--- src/i2csw_pkg.sv ---
`default_nettype none
package i2csw_pkg;
  // Channel count and register widths
  localparam int NCH = 4;
  localparam int NSYNC = 13;
  // Register byte offsets
  localparam logic [7:0] OFF_CTRL = 8'h00;
  localparam logic [7:0] OFF_STAT = 8'h04;
  localparam logic [7:0] OFF_MASK = 8'h08;
  localparam logic [7:0] OFF_INFO = 8'h0C;
  // Reset values
  localparam logic [3:0] CTRL_RST = 4'h0;
  localparam logic [4:0] STAT_RST = 5'h00;
  localparam logic [4:0] MASK_RST = 5'h00;
  localparam logic [12:0] SYNC_RST = 13'h1FFF;
  // Status field positions
  localparam int STAT_APPLY = 4;
  // Info field positions
  localparam int INFO_ASEL = 0;
  localparam int INFO_IRQ = 4;
  localparam int INFO_BUSY = 8;
  // Synchronised input vector positions
  localparam int S_SCL = 0;
  localparam int S_SDA = 1;
  localparam int S_RSTN = 2;
  localparam int S_ASEL = 3;
  localparam int S_IRQ = 5;
  localparam int S_DSDA = 9;
  // Serial target address base and bit counts
  localparam logic [6:0] DEV_ADDR_BASE = 7'h70;
  localparam logic [3:0] BITS_PER_BYTE = 4'h8;
  // Clocks a released data line keeps echoing through the input filter
  localparam logic [2:0] ECHO_HOLD = 3'h5;
  typedef enum logic [7:0] {
    ST_IDLE = 8'h01,
    ST_ADDR = 8'h02,
    ST_ACK_A = 8'h04,
    ST_WRITE = 8'h08,
    ST_ACK_W = 8'h10,
    ST_READ = 8'h20,
    ST_RACK = 8'h40,
    ST_IGNORE = 8'h80
  } i2csw_state_t;
  // Bus address from the two select pins
  function automatic logic [6:0] dev_addr(input logic [1:0] sel);
    dev_addr = DEV_ADDR_BASE | {5'h00, sel};
  endfunction : dev_addr
endpackage : i2csw_pkg
`default_nettype wire

--- src/i2csw_sync.sv ---
`timescale 1ns/10ps
`default_nettype none
module i2csw_sync #(
  parameter int W = 1,
  parameter logic [W-1:0] RST = '0
) (
  input wire logic clk_i,
  input wire logic rst_i,
  input wire logic ce_i,
  input wire logic [W-1:0] d_i,
  output logic [W-1:0] q_o
);
  logic [W-1:0] s1_r;
  logic [W-1:0] s2_r;
  logic [W-1:0] s3_r;
  // Three stages; only agreeing late stages update the output
  always_ff @(posedge clk_i) begin
    if (rst_i) begin
      s1_r <= RST;
      s2_r <= RST;
      s3_r <= RST;
      q_o <= RST;
    end else if (ce_i) begin
      s1_r <= d_i;
      s2_r <= s1_r;
      s3_r <= s2_r;
      q_o <= (s2_r & s3_r) | (q_o & (s2_r ^ s3_r)) | (s2_r & s3_r);
    end
  end
endmodule : i2csw_sync
`default_nettype wire

--- src/i2csw_chan.sv ---
`timescale 1ns/10ps
`default_nettype none
module i2csw_chan (
  input wire logic clk_i,
  input wire logic rst_i,
  input wire logic ce_i,
  input wire logic en_i,
  input wire logic up_scl_i,
  input wire logic up_sda_i,
  input wire logic own_drive_i,
  input wire logic dn_sda_i,
  output logic dn_scl_oe_o,
  output logic dn_sda_oe_o,
  output logic up_pull_o
);
  logic down_nxt;
  logic up_nxt;
  logic [2:0] hold_r;
  // Direction lock: whoever pulled low first owns it, avoids latch-up;
  // no new claim while our own release still echoes, at the cost of a short delay
  always_comb begin
    down_nxt = !up_sda_i && !own_drive_i &&
               (dn_sda_oe_o || (!up_pull_o && hold_r == 3'h0));
    up_nxt = !dn_sda_i && !down_nxt && (up_pull_o || (!dn_sda_oe_o && hold_r == 3'h0));
  end
  // Echo hold-off, reloaded while any side is pulled low by us
  always_ff @(posedge clk_i) begin
    if (rst_i || !en_i) begin
      hold_r <= 3'h0;
    end else if (ce_i) begin
      if (dn_sda_oe_o || up_pull_o || own_drive_i) begin
        hold_r <= i2csw_pkg::ECHO_HOLD;
      end else if (hold_r != 3'h0) begin
        hold_r <= hold_r - 3'h1;
      end
    end
  end
  // Pass gates; closed channels stay released
  always_ff @(posedge clk_i) begin
    if (rst_i || !en_i) begin
      dn_scl_oe_o <= 1'b0;
      dn_sda_oe_o <= 1'b0;
      up_pull_o <= 1'b0;
    end else if (ce_i) begin
      dn_scl_oe_o <= !up_scl_i;
      dn_sda_oe_o <= down_nxt;
      up_pull_o <= up_nxt;
    end
  end
endmodule : i2csw_chan
`default_nettype wire

--- src/i2csw_top.sv ---
// Summary of operation
// - Upstream pair passes only to selected channels
// - Any channel combination, set by control register
// - Four active-low interrupt inputs, one per channel
// - Summary interrupt output is AND of inputs
// - Reset pin idles state machine, deselects all
// - Power-on reset does the same as pin
// - Control bit n selects channel n
// - Bus address 0x70 to 0x73 from selects
//
// Decided for this implementation: the Wishbone slave port and the address map.
`timescale 1ns/10ps
`default_nettype none
module i2csw_top (
  input wire logic clk_i,
  input wire logic rst_i,
  input wire logic ce_i,
  input wire logic wb_cyc_i,
  input wire logic wb_stb_i,
  input wire logic wb_we_i,
  input wire logic [7:0] wb_adr_i,
  input wire logic [3:0] wb_sel_i,
  input wire logic [31:0] wb_dat_i,
  output logic [31:0] wb_dat_o,
  output logic wb_ack_o,
  output logic wb_irq_o,
  input wire logic up_scl_i,
  input wire logic up_sda_i,
  output logic up_sda_o,
  output logic up_sda_oe_o,
  input wire logic reset_pin_n_i,
  input wire logic addr_sel_0_i,
  input wire logic addr_sel_1_i,
  input wire logic chan0_irq_in_n_i,
  input wire logic chan1_irq_in_n_i,
  input wire logic chan2_irq_in_n_i,
  input wire logic chan3_irq_in_n_i,
  output logic host_irq_n_o,
  output logic [3:0] downstream_clock_o,
  output logic [3:0] downstream_clock_oe_o,
  input wire logic [3:0] downstream_data_i,
  output logic [3:0] downstream_data_o,
  output logic [3:0] downstream_data_oe_o
);
  logic [12:0] raw;
  logic [12:0] syn;
  logic scl_q;
  logic sda_q;
  logic scl_rise;
  logic scl_fall;
  logic start_ev;
  logic stop_ev;
  logic pin_rst;
  logic [3:0] irq_s;
  logic [3:0] irq_q;
  logic [3:0] ctrl_r;
  logic [3:0] pend_r;
  logic pend_v_r;
  logic [4:0] stat_r;
  logic [4:0] mask_r;
  logic [4:0] stat_set;
  logic [4:0] stat_clr;
  logic apply_ev;
  i2csw_pkg::i2csw_state_t st_r;
  logic [7:0] sh_r;
  logic [3:0] cnt_r;
  logic rw_r;
  logic drive_r;
  logic [3:0] up_pull;
  logic wb_req;
  logic wb_wr;

  // Every pin from outside the clock domain is filtered here
  assign raw = {downstream_data_i, chan3_irq_in_n_i, chan2_irq_in_n_i, chan1_irq_in_n_i,
                chan0_irq_in_n_i, addr_sel_1_i, addr_sel_0_i, reset_pin_n_i, up_sda_i, up_scl_i};

  i2csw_sync #(
    .W(i2csw_pkg::NSYNC),
    .RST(i2csw_pkg::SYNC_RST)
  ) u_sync (
    .clk_i(clk_i),
    .rst_i(rst_i),
    .ce_i(ce_i),
    .d_i(raw),
    .q_o(syn)
  );

  assign irq_s = syn[i2csw_pkg::S_IRQ +: 4];
  // pin reset level
  // A floating pin reads low and holds the block in reset
  assign pin_rst = !syn[i2csw_pkg::S_RSTN];

  // Previous line levels for edge and condition detection
  always_ff @(posedge clk_i) begin
    if (rst_i) begin
      scl_q <= 1'b1;
      sda_q <= 1'b1;
      irq_q <= 4'hF;
    end else if (ce_i) begin
      scl_q <= syn[i2csw_pkg::S_SCL];
      sda_q <= syn[i2csw_pkg::S_SDA];
      irq_q <= irq_s;
    end
  end

  // Bus conditions from filtered lines
  assign scl_rise = syn[i2csw_pkg::S_SCL] && !scl_q;
  assign scl_fall = !syn[i2csw_pkg::S_SCL] && scl_q;
  assign start_ev = syn[i2csw_pkg::S_SCL] && scl_q && sda_q && !syn[i2csw_pkg::S_SDA];
  assign stop_ev = syn[i2csw_pkg::S_SCL] && scl_q && !sda_q && syn[i2csw_pkg::S_SDA];
  assign apply_ev = stop_ev && pend_v_r;

  // power-on reset
  // Serial target state machine, answers on the upstream pair
  always_ff @(posedge clk_i) begin
    if (rst_i) begin
      st_r <= i2csw_pkg::ST_IDLE;
      sh_r <= 8'h00;
      cnt_r <= 4'h0;
      rw_r <= 1'b0;
      drive_r <= 1'b0;
    end else if (ce_i) begin
      if (pin_rst || stop_ev) begin
        st_r <= i2csw_pkg::ST_IDLE;
        drive_r <= 1'b0;
      end else if (start_ev) begin
        st_r <= i2csw_pkg::ST_ADDR;
        cnt_r <= 4'h0;
        drive_r <= 1'b0;
      end else if (scl_rise) begin
        unique case (st_r)
          i2csw_pkg::ST_ADDR, i2csw_pkg::ST_WRITE: begin
            sh_r <= {sh_r[6:0], syn[i2csw_pkg::S_SDA]};
            cnt_r <= cnt_r + 4'h1;
          end
          i2csw_pkg::ST_READ: begin
            sh_r <= {sh_r[6:0], 1'b0};
            cnt_r <= cnt_r + 4'h1;
          end
          i2csw_pkg::ST_RACK: begin
            rw_r <= !syn[i2csw_pkg::S_SDA];
          end
          default: begin
            cnt_r <= cnt_r;
          end
        endcase
      end else if (scl_fall) begin
        unique case (st_r)
          i2csw_pkg::ST_ADDR: begin
            if (cnt_r == i2csw_pkg::BITS_PER_BYTE &&
                sh_r[7:1] == i2csw_pkg::dev_addr(syn[i2csw_pkg::S_ASEL +: 2])) begin
              st_r <= i2csw_pkg::ST_ACK_A;
              rw_r <= sh_r[0];
              drive_r <= 1'b1;
            end else if (cnt_r == i2csw_pkg::BITS_PER_BYTE) begin
              st_r <= i2csw_pkg::ST_IGNORE;
            end
          end
          i2csw_pkg::ST_ACK_A, i2csw_pkg::ST_ACK_W: begin
            cnt_r <= 4'h0;
            if (rw_r) begin
              st_r <= i2csw_pkg::ST_READ;
              sh_r <= {4'h0, ctrl_r};
              drive_r <= 1'b1;
            end else begin
              st_r <= i2csw_pkg::ST_WRITE;
              drive_r <= 1'b0;
            end
          end
          i2csw_pkg::ST_WRITE: begin
            if (cnt_r == i2csw_pkg::BITS_PER_BYTE) begin
              st_r <= i2csw_pkg::ST_ACK_W;
              drive_r <= 1'b1;
            end
          end
          i2csw_pkg::ST_READ: begin
            if (cnt_r == i2csw_pkg::BITS_PER_BYTE) begin
              st_r <= i2csw_pkg::ST_RACK;
              drive_r <= 1'b0;
            end else begin
              drive_r <= !sh_r[7];
            end
          end
          i2csw_pkg::ST_RACK: begin
            // Host ack starts the next byte at once; upper nibble is zero
            if (rw_r) begin
              st_r <= i2csw_pkg::ST_READ;
              sh_r <= {4'h0, ctrl_r};
              cnt_r <= 4'h0;
              drive_r <= 1'b1;
            end else begin
              st_r <= i2csw_pkg::ST_IGNORE;
            end
          end
          default: begin
            drive_r <= 1'b0;
          end
        endcase
      end
    end
  end

  // pending selection
  // Written byte waits for the stop so a half transaction changes nothing
  always_ff @(posedge clk_i) begin
    if (rst_i) begin
      pend_r <= i2csw_pkg::CTRL_RST;
      pend_v_r <= 1'b0;
    end else if (ce_i) begin
      if (pin_rst || stop_ev) begin
        pend_v_r <= 1'b0;
      end else if (st_r == i2csw_pkg::ST_WRITE && scl_fall &&
                   cnt_r == i2csw_pkg::BITS_PER_BYTE) begin
        pend_r <= sh_r[3:0];
        pend_v_r <= 1'b1;
      end
    end
  end

  // Wishbone slave: one wait state, ack drops after one cycle
  assign wb_req = wb_cyc_i && wb_stb_i && !wb_ack_o;
  assign wb_wr = wb_req && wb_we_i && wb_sel_i[0];

  always_ff @(posedge clk_i) begin
    if (rst_i) begin
      ctrl_r <= i2csw_pkg::CTRL_RST;
    end else if (ce_i) begin
      if (pin_rst) begin
        ctrl_r <= i2csw_pkg::CTRL_RST;
      end else if (apply_ev) begin
        ctrl_r <= pend_r;
      end else if (wb_wr && wb_adr_i == i2csw_pkg::OFF_CTRL) begin
        ctrl_r <= wb_dat_i[3:0];
      end
    end
  end

  // Sticky events: channel interrupt falls and applied selections
  assign stat_set = {apply_ev, irq_q & ~irq_s};
  assign stat_clr = (wb_wr && wb_adr_i == i2csw_pkg::OFF_STAT) ? wb_dat_i[4:0] : 5'h00;

  // Set wins over a clear in the same cycle
  always_ff @(posedge clk_i) begin
    if (rst_i) begin
      stat_r <= i2csw_pkg::STAT_RST;
      mask_r <= i2csw_pkg::MASK_RST;
      wb_irq_o <= 1'b0;
    end else if (ce_i) begin
      stat_r <= (stat_r & ~stat_clr) | stat_set;
      if (wb_wr && wb_adr_i == i2csw_pkg::OFF_MASK) begin
        mask_r <= wb_dat_i[4:0];
      end
      wb_irq_o <= |(stat_r & mask_r);
    end
  end

  // Read mux and ack; unmapped reads return zero
  always_ff @(posedge clk_i) begin
    if (rst_i) begin
      wb_ack_o <= 1'b0;
      wb_dat_o <= 32'h0000_0000;
    end else if (ce_i) begin
      wb_ack_o <= wb_req;
      if (wb_req && !wb_we_i) begin
        unique case (wb_adr_i)
          i2csw_pkg::OFF_CTRL: wb_dat_o <= {28'h0000000, ctrl_r};
          i2csw_pkg::OFF_STAT: wb_dat_o <= {27'h0000000, stat_r};
          i2csw_pkg::OFF_MASK: wb_dat_o <= {27'h0000000, mask_r};
          i2csw_pkg::OFF_INFO: begin
            wb_dat_o <= 32'h0000_0000;
            wb_dat_o[i2csw_pkg::INFO_ASEL +: 2] <= syn[i2csw_pkg::S_ASEL +: 2];
            wb_dat_o[i2csw_pkg::INFO_IRQ +: 4] <= irq_s;
            wb_dat_o[i2csw_pkg::INFO_BUSY] <= st_r != i2csw_pkg::ST_IDLE;
          end
          default: wb_dat_o <= 32'h0000_0000;
        endcase
      end
    end
  end

  always_ff @(posedge clk_i) begin
    if (rst_i) begin
      host_irq_n_o <= 1'b1;
    end else if (ce_i) begin
      host_irq_n_o <= &irq_s;
    end
  end

  for (genvar n = 0; n < i2csw_pkg::NCH; n++) begin : g_ch
    i2csw_chan u_chan (
      .clk_i(clk_i),
      .rst_i(rst_i),
      .ce_i(ce_i),
      .en_i(ctrl_r[n]),
      .up_scl_i(syn[i2csw_pkg::S_SCL]),
      .up_sda_i(syn[i2csw_pkg::S_SDA]),
      .own_drive_i(drive_r),
      .dn_sda_i(syn[i2csw_pkg::S_DSDA + n]),
      .dn_scl_oe_o(downstream_clock_oe_o[n]),
      .dn_sda_oe_o(downstream_data_oe_o[n]),
      .up_pull_o(up_pull[n])
    );
  end

  // Open-drain: outputs only ever pull low
  assign downstream_clock_o = 4'h0;
  assign downstream_data_o = 4'h0;
  assign up_sda_o = 1'b0;
  assign up_sda_oe_o = drive_r || (|up_pull);

  ctrl_wr_a: assert property (@(posedge clk_i) disable iff (rst_i)
    wb_wr && ce_i && wb_adr_i == i2csw_pkg::OFF_CTRL && !pin_rst && !apply_ev
    |=> ctrl_r == $past(wb_dat_i[3:0]))
    else $error("control write not stored");
  gate_closed_a: assert property (@(posedge clk_i) disable iff (rst_i)
    (downstream_clock_oe_o & ~$past(ctrl_r)) == 4'h0)
    else $error("closed channel drives its clock");
  chan_map_a: assert property (@(posedge clk_i) disable iff (rst_i)
    ce_i && ctrl_r == 4'h1 && !syn[i2csw_pkg::S_SCL] |=> downstream_clock_oe_o == 4'h1)
    else $error("value 1 does not select channel 0 alone");
  irq_and_a: assert property (@(posedge clk_i) disable iff (rst_i || !ce_i)
    ##1 host_irq_n_o == $past(&irq_s))
    else $error("summary interrupt is not the AND");
  irq_stick_a: assert property (@(posedge clk_i) disable iff (rst_i)
    ce_i && irq_q[2] && !irq_s[2] |=> stat_r[2])
    else $error("channel interrupt event lost");
  pin_reset_a: assert property (@(posedge clk_i) disable iff (rst_i)
    ce_i && pin_rst |=> ctrl_r == 4'h0 && st_r == i2csw_pkg::ST_IDLE)
    else $error("pin reset did not deselect");
  por_reset_a: assert property (@(posedge clk_i)
    rst_i |=> ctrl_r == 4'h0 && st_r == i2csw_pkg::ST_IDLE && !up_sda_oe_o)
    else $error("power-on reset did not deselect");
  addr_ack_a: assert property (@(posedge clk_i) disable iff (rst_i)
    ce_i && !pin_rst && !start_ev && !stop_ev && scl_fall && st_r == i2csw_pkg::ST_ADDR &&
    cnt_r == 4'h8 && sh_r[7:1] == {5'h1C, syn[i2csw_pkg::S_ASEL +: 2]}
    |=> st_r == i2csw_pkg::ST_ACK_A && up_sda_oe_o)
    else $error("own address not acknowledged");
  apply_stop_a: assert property (@(posedge clk_i) disable iff (rst_i)
    ce_i && apply_ev && !pin_rst |=> ctrl_r == $past(pend_r) && stat_r[4])
    else $error("selection not applied at stop");
  read_load_a: assert property (@(posedge clk_i) disable iff (rst_i)
    ce_i && !pin_rst && !start_ev && !stop_ev && scl_fall && rw_r &&
    st_r == i2csw_pkg::ST_ACK_A |=> sh_r == {4'h0, $past(ctrl_r)})
    else $error("read does not return control");
  i2c_write_c: cover property (@(posedge clk_i) disable iff (rst_i) apply_ev);
  i2c_read_c: cover property (@(posedge clk_i) disable iff (rst_i)
    st_r == i2csw_pkg::ST_RACK);
  irq_c: cover property (@(posedge clk_i) disable iff (rst_i) wb_irq_o && !host_irq_n_o);
  pin_rst_c: cover property (@(posedge clk_i) disable iff (rst_i) pin_rst && ctrl_r != 4'h0);
endmodule : i2csw_top
`default_nettype wire

--- config.mk ---
export PLATFORM = sky130hd
export DESIGN_NAME = i2csw_top
export DESIGN_NICKNAME = d
export VERILOG_FILES = /design/src/i2csw_pkg.sv /design/src/i2csw_sync.sv /design/src/i2csw_chan.sv /design/src/i2csw_top.sv
export SDC_FILE = /design/constraint.sdc
export NUM_CORES = 1
export LEC_CHECK = 0
export BUFFER_PORTS_ARGS = -buffer_cell sky130_fd_sc_hd__buf_2
export CORE_MARGIN = 1
export CORE_UTILIZATION = 45
export CTS_BUF_LIST = sky130_fd_sc_hd__clkbuf_16
export DETAILED_ROUTE_END_ITERATION = 6
export PLACE_DENSITY = 0.81
export SETUP_SLACK_MARGIN = 0.3
export SYNTH_ARGS = -nofsm -noshare
export SYNTH_HDL_FRONTEND = slang
export SYNTH_HIERARCHICAL = 1
export SYNTH_SLANG_ARGS = --single-unit
--- constraint.sdc ---
create_clock -name clk_i -period 2.1 [get_ports clk_i]
set_input_delay 0.315 -clock clk_i [delete_from_list [all_inputs] [get_ports clk_i]]
set_output_delay 0.315 -clock clk_i [all_outputs]
set_load 0.05 [all_outputs]
==> metrics.txt <==
# TYPE chip_impl_metric gauge
chip_impl_metric{name="cts_h_tree_depth",unit=""} 4
chip_impl_metric{name="clkTransAtPathRegs",unit="ns"} 0.06
chip_impl_metric{name="netlist-cell-type-count",unit=""} 62
chip_impl_metric{name="first_pass_iters",unit=""} 5
chip_impl_metric{name="clkLatencyLatePin",unit="ns"} 0.42
chip_impl_metric{name="path_buf_inv",unit=""} 2
chip_impl_metric{name="placed_area",unit="µm²"} 7134
chip_impl_metric{name="wl_per_cell",unit="µm"} 15.52
chip_impl_metric{name="ant_nets",unit=""} 0
chip_impl_metric{name="first_global_vias",unit=""} 5062
chip_impl_metric{name="timing.final.max_slew_violations",unit=""} 0
chip_impl_metric{name="grtUsageTotal",unit="%"} 19.26
chip_impl_info{name="postSynth.topFlopCell",value="sky130_fd_sc_hd__dfxtp_1"} 1
chip_impl_info{name="run_status",value="complete, no violations"} 1
chip_impl_metric{name="cts_buffer_depth",unit=""} 2
chip_impl_metric{name="initial_core_util",unit="%"} 46.30
chip_impl_info{name="worstPathCellList",value="nor4_4, buf_4, nand4b_1, buf_4, a311oi_2, o21ai_2, a32oi_1, o21ai_1"} 1
chip_impl_metric{name="synth_enable_flop_cells",unit=""} 0
chip_impl_metric{name="tritoncts_buffers",unit=""} 17
chip_impl_metric{name="wirelength_routed",unit="mm"} 15.37
chip_impl_metric{name="grt_start_max_net_pins",unit=""} 150
chip_impl_info{name="synthTopCellsByCount",value="135 x sky130_fd_sc_hd__dfxtp_1, 60 x sky130_fd_sc_hd__nor2_1, 48 x sky130_fd_sc_hd__nand2_1, 46 x sky130_fd_sc_hd__nor2b_1, 40 x sky130_fd_sc_hd__a211o_1"} 1
chip_impl_info{name="cp-start-kind",value="register"} 1
chip_impl_metric{name="io-pin-count",unit=""} 116
chip_impl_metric{name="postSynthAreaPerCell",unit="µm²"} 9.459
chip_impl_info{name="rsz0062_at_grt",value="yes"} 1
chip_impl_metric{name="period_share",unit="%"} 96.52
chip_impl_metric{name="grt_overflow_total",unit=""} 0
chip_impl_metric{name="route.detailed.vias_per_inst",unit=""} 5.623
chip_impl_metric{name="cp.arrival",unit="ns"} 2.33
chip_impl_metric{name="power.density",unit="nW/µm²"} 784.1
chip_impl_metric{name="ys_seq_area_share",unit="%"} 40.01
chip_impl_info{name="synthDominantAreaCellType",value="sky130_fd_sc_hd__dfxtp_1"} 1
chip_impl_info{name="cpMaxStageDelayCell",value="sky130_fd_sc_hd__dfxtp_4"} 1
chip_impl_metric{name="worstMarginPinSlew",unit="ns"} 0.6146
chip_impl_info{name="critical-path-top-delay-family",value="compound AO/OA/AOI/OAI gates"} 1
chip_impl_metric{name="post-layout-total-power",unit="µW"} 6352
chip_impl_metric{name="drive_gt1_share",unit="%"} 25.19
chip_impl_info{name="synth_top_cells_by_area",value="sky130_fd_sc_hd__dfxtp_1 40%, sky130_fd_sc_hd__a211o_1 5.2%, sky130_fd_sc_hd__ha_1 4.8%"} 1
chip_impl_metric{name="synth_largest_type_area_fraction",unit="%"} 40.01
chip_impl_info{name="path_common_cell",value="sky130_fd_sc_hd__buf_4"} 1
chip_impl_metric{name="max_slew_margin",unit="%"} 59.03
chip_impl_metric{name="dr_total_vias",unit=""} 5567
chip_impl_metric{name="port_buffer_count",unit=""} 53
chip_impl_metric{name="placeableCoreArea",unit="µm²"} 14590
chip_impl_metric{name="number_of_antenna_diodes",unit=""} 0
chip_impl_info{name="tritoncts",value="done"} 1
chip_impl_metric{name="flow.area_growth_from_synthesis",unit="%"} 19.95
chip_impl_metric{name="fmaxAchievable",unit="GHz"} 0.4934
chip_impl_info{name="root_buffer_selected_by_cts",value="sky130_fd_sc_hd__clkbuf_16"} 1
chip_impl_metric{name="cts_hold_buf",unit=""} 0
chip_impl_metric{name="dieArea",unit="µm²"} 15500
chip_impl_metric{name="timing.final.setup_violations",unit=""} 0
chip_impl_info{name="synth_most_common_cell",value="sky130_fd_sc_hd__dfxtp_1"} 1
chip_impl_metric{name="critPathRequiredTime",unit="ns"} 2.41
chip_impl_metric{name="grt_pass1_wl",unit="mm"} 24.61
chip_impl_metric{name="floorplan.die.height",unit="µm"} 124.5
chip_impl_metric{name="final_cell_area",unit="µm²"} 8102
chip_impl_metric{name="dp_wirelength",unit="mm"} 9.715
chip_impl_metric{name="postSynthRegisterBits",unit=""} 135
chip_impl_metric{name="timing.max_cap.violations",unit=""} 0
chip_impl_metric{name="routabilityCongestion",unit=""} 0.8689
chip_impl_metric{name="number_of_instances_in_the_synthesized_netlist",unit=""} 714
chip_impl_metric{name="layout.nets",unit=""} 882
chip_impl_info{name="endpoint_kind",value="register"} 1
chip_impl_metric{name="cp_slowest_stage_delay",unit="ns"} 0.36
chip_impl_metric{name="fp-row-count",unit=""} 44
chip_impl_metric{name="worst_path_max_fanout",unit=""} 3
chip_impl_metric{name="post-route-min-period",unit="ns"} 2.027
chip_impl_metric{name="power.ir.vdd_worst",unit="µV"} 582.4
chip_impl_metric{name="leakage",unit="µW"} 0.003208
chip_impl_metric{name="detail_route.iter0.violations",unit=""} 399
chip_impl_metric{name="antenna_violations_before_repair",unit=""} 0
chip_impl_metric{name="number_of_remaining_drc_errors",unit=""} 0
chip_impl_metric{name="finClkSkew",unit="ns"} 0.006445
chip_impl_metric{name="timing_hold_violations_final",unit=""} 0
chip_impl_metric{name="yosysWarningCount",unit=""} 6
chip_impl_metric{name="timing.final.ws_setup",unit="ns"} 0.07308
chip_impl_metric{name="fin_tns_setup",unit="ns"} 0
chip_impl_metric{name="cts.sink_count",unit=""} 135
chip_impl_info{name="worst_hold_path_type",value="in -> reg"} 1
chip_impl_metric{name="chipWidth",unit="µm"} 124.5
chip_impl_metric{name="asyncSetResetFlopFracSynth",unit="%"} 0
chip_impl_metric{name="place_worst_setup_slack",unit="ns"} 0.05474
chip_impl_info{name="timing_worst_setup_path_type",value="reg -> reg"} 1
chip_impl_metric{name="syn-cell-area",unit="µm²"} 6754
-- report_power, final --
group	total (µW)	internal, µW	switching (µW)
Clock	2960	1850	1110
Sequential	2730	2650	77.9
Combinational	665	239	426
Total	6350	4740	1610
-- cell families (layout without fill, tap and decap cells) --
kind of cell,Yosys count,after routing,synth area share [%]
muxes,30,30,4.909
AOI/OAI and AO/OA,165,165,19.91
other,1,32,0.05552
xor gates and xnor gates,3,3,0.3891
adders and majority gates,26,26,4.817
and+or+nand+nor,264,264,22.05
buffers and inverters,90,151,7.855
DFF,135,135,40.01
-- final timing paths --
path,startpoint,end,slack [ns],depth (start not counted)
max,st_r[7],cnt_r[3],0.07,8
max reg2reg,st_r[7],cnt_r[3],0.07,8
min,downstream_data_i[1],u_sync/s1_r[10],0.1,2
min reg2reg,u_sync/s1_r[3],u_sync/s2_r[3],0.46,1
-- worst reg2reg max path: cells and delay by family (launching register included) --
family	cells	cell delay [ns]
buf+inv	2	0.39
compound gates	4	0.67
flops	1	0.36
simple gates	2	0.51
-- cell type report --
class / instances / area (µm²)
flip-flops and latches: 135 / 2720
fillers: 1210 / 6487
clock inverters: 15 / 162.7
clock buffers: 17 / 425.4
multi-input cells: 520 / 3822
repair buffers: 99 / 663.1
inverters: 20 / 77.57
well taps: 184 / 230.2
-- metal layers --
| layer | routed length [µm] | global-route usage (%) |
|---|---|---|
| met5 | 0 | 0 |
| met4 | 397 | 8.150 |
| met3 | 918 | 3.308 |
| met2 | 7269 | 30.97 |
| met1 | 6783 | 25.41 |
-- what timing repair did --
| action | in CTS | in global routing |
|---|---|---|
| pin swaps | 22 | 25 |
| setup buffers | 20 | 6 |
| setup endpoints to repair | 29 | 33 |
| gates resized for setup | 27 | 26 |
-- cell usage in the layout (no fill, tap or decap), drive strengths merged, types with 9 or more instances in the layout --
cell / netlist / routed
dfxtp: 135 / 135
buf: 48 / 99
nor2: 60 / 60
nand2: 48 / 48
nor2b: 46 / 46
a211o: 40 / 40
conb: 1 / 32
a21oi: 28 / 28
nand3: 27 / 27
ha: 26 / 26
mux2i: 23 / 23
nand2b: 22 / 22
inv: 20 / 21
clkbuf: 22 / 17
o21ai: 17 / 17
nor3: 16 / 16
a221o: 15 / 15
a22oi: 13 / 13
nand3b: 9 / 9
a211oi: 9 / 9
nor3b: 9 / 9
clkinv: 0 / 9
-- state kept, by name (all words and copies together) (netlist names), 4 cells and up --
register                 count
mask_r                       5
stat_r                       5
ctrl_r                       4
pend_r                       4
g_ch.u_chan/dn_scl_oe_o      4
g_ch.u_chan/hold_r          12
g_ch.u_chan/up_pull_o        4
u_sync/s3_r                 13
sh_r                         8
st_r                         8
cnt_r                        4
u_sync/q_o                  13
irq_q                        4
g_ch.u_chan/dn_sda_oe_o      4
u_sync/s1_r                 13
u_sync/s2_r                 13
wb_dat_o                     9
-- per-stage QoR --
stage	utilization (%)	hold WS (ns)	instances
floorplan	-	0.4314	745
global placement	48.90	0.4380	932
detailed placement	48.90	0.4447	932
CTS	54.61	0.09052	984
global route	55.53	0.1018	990
finish	55.53	0.09942	990
Power figures use the tool's default switching activity.
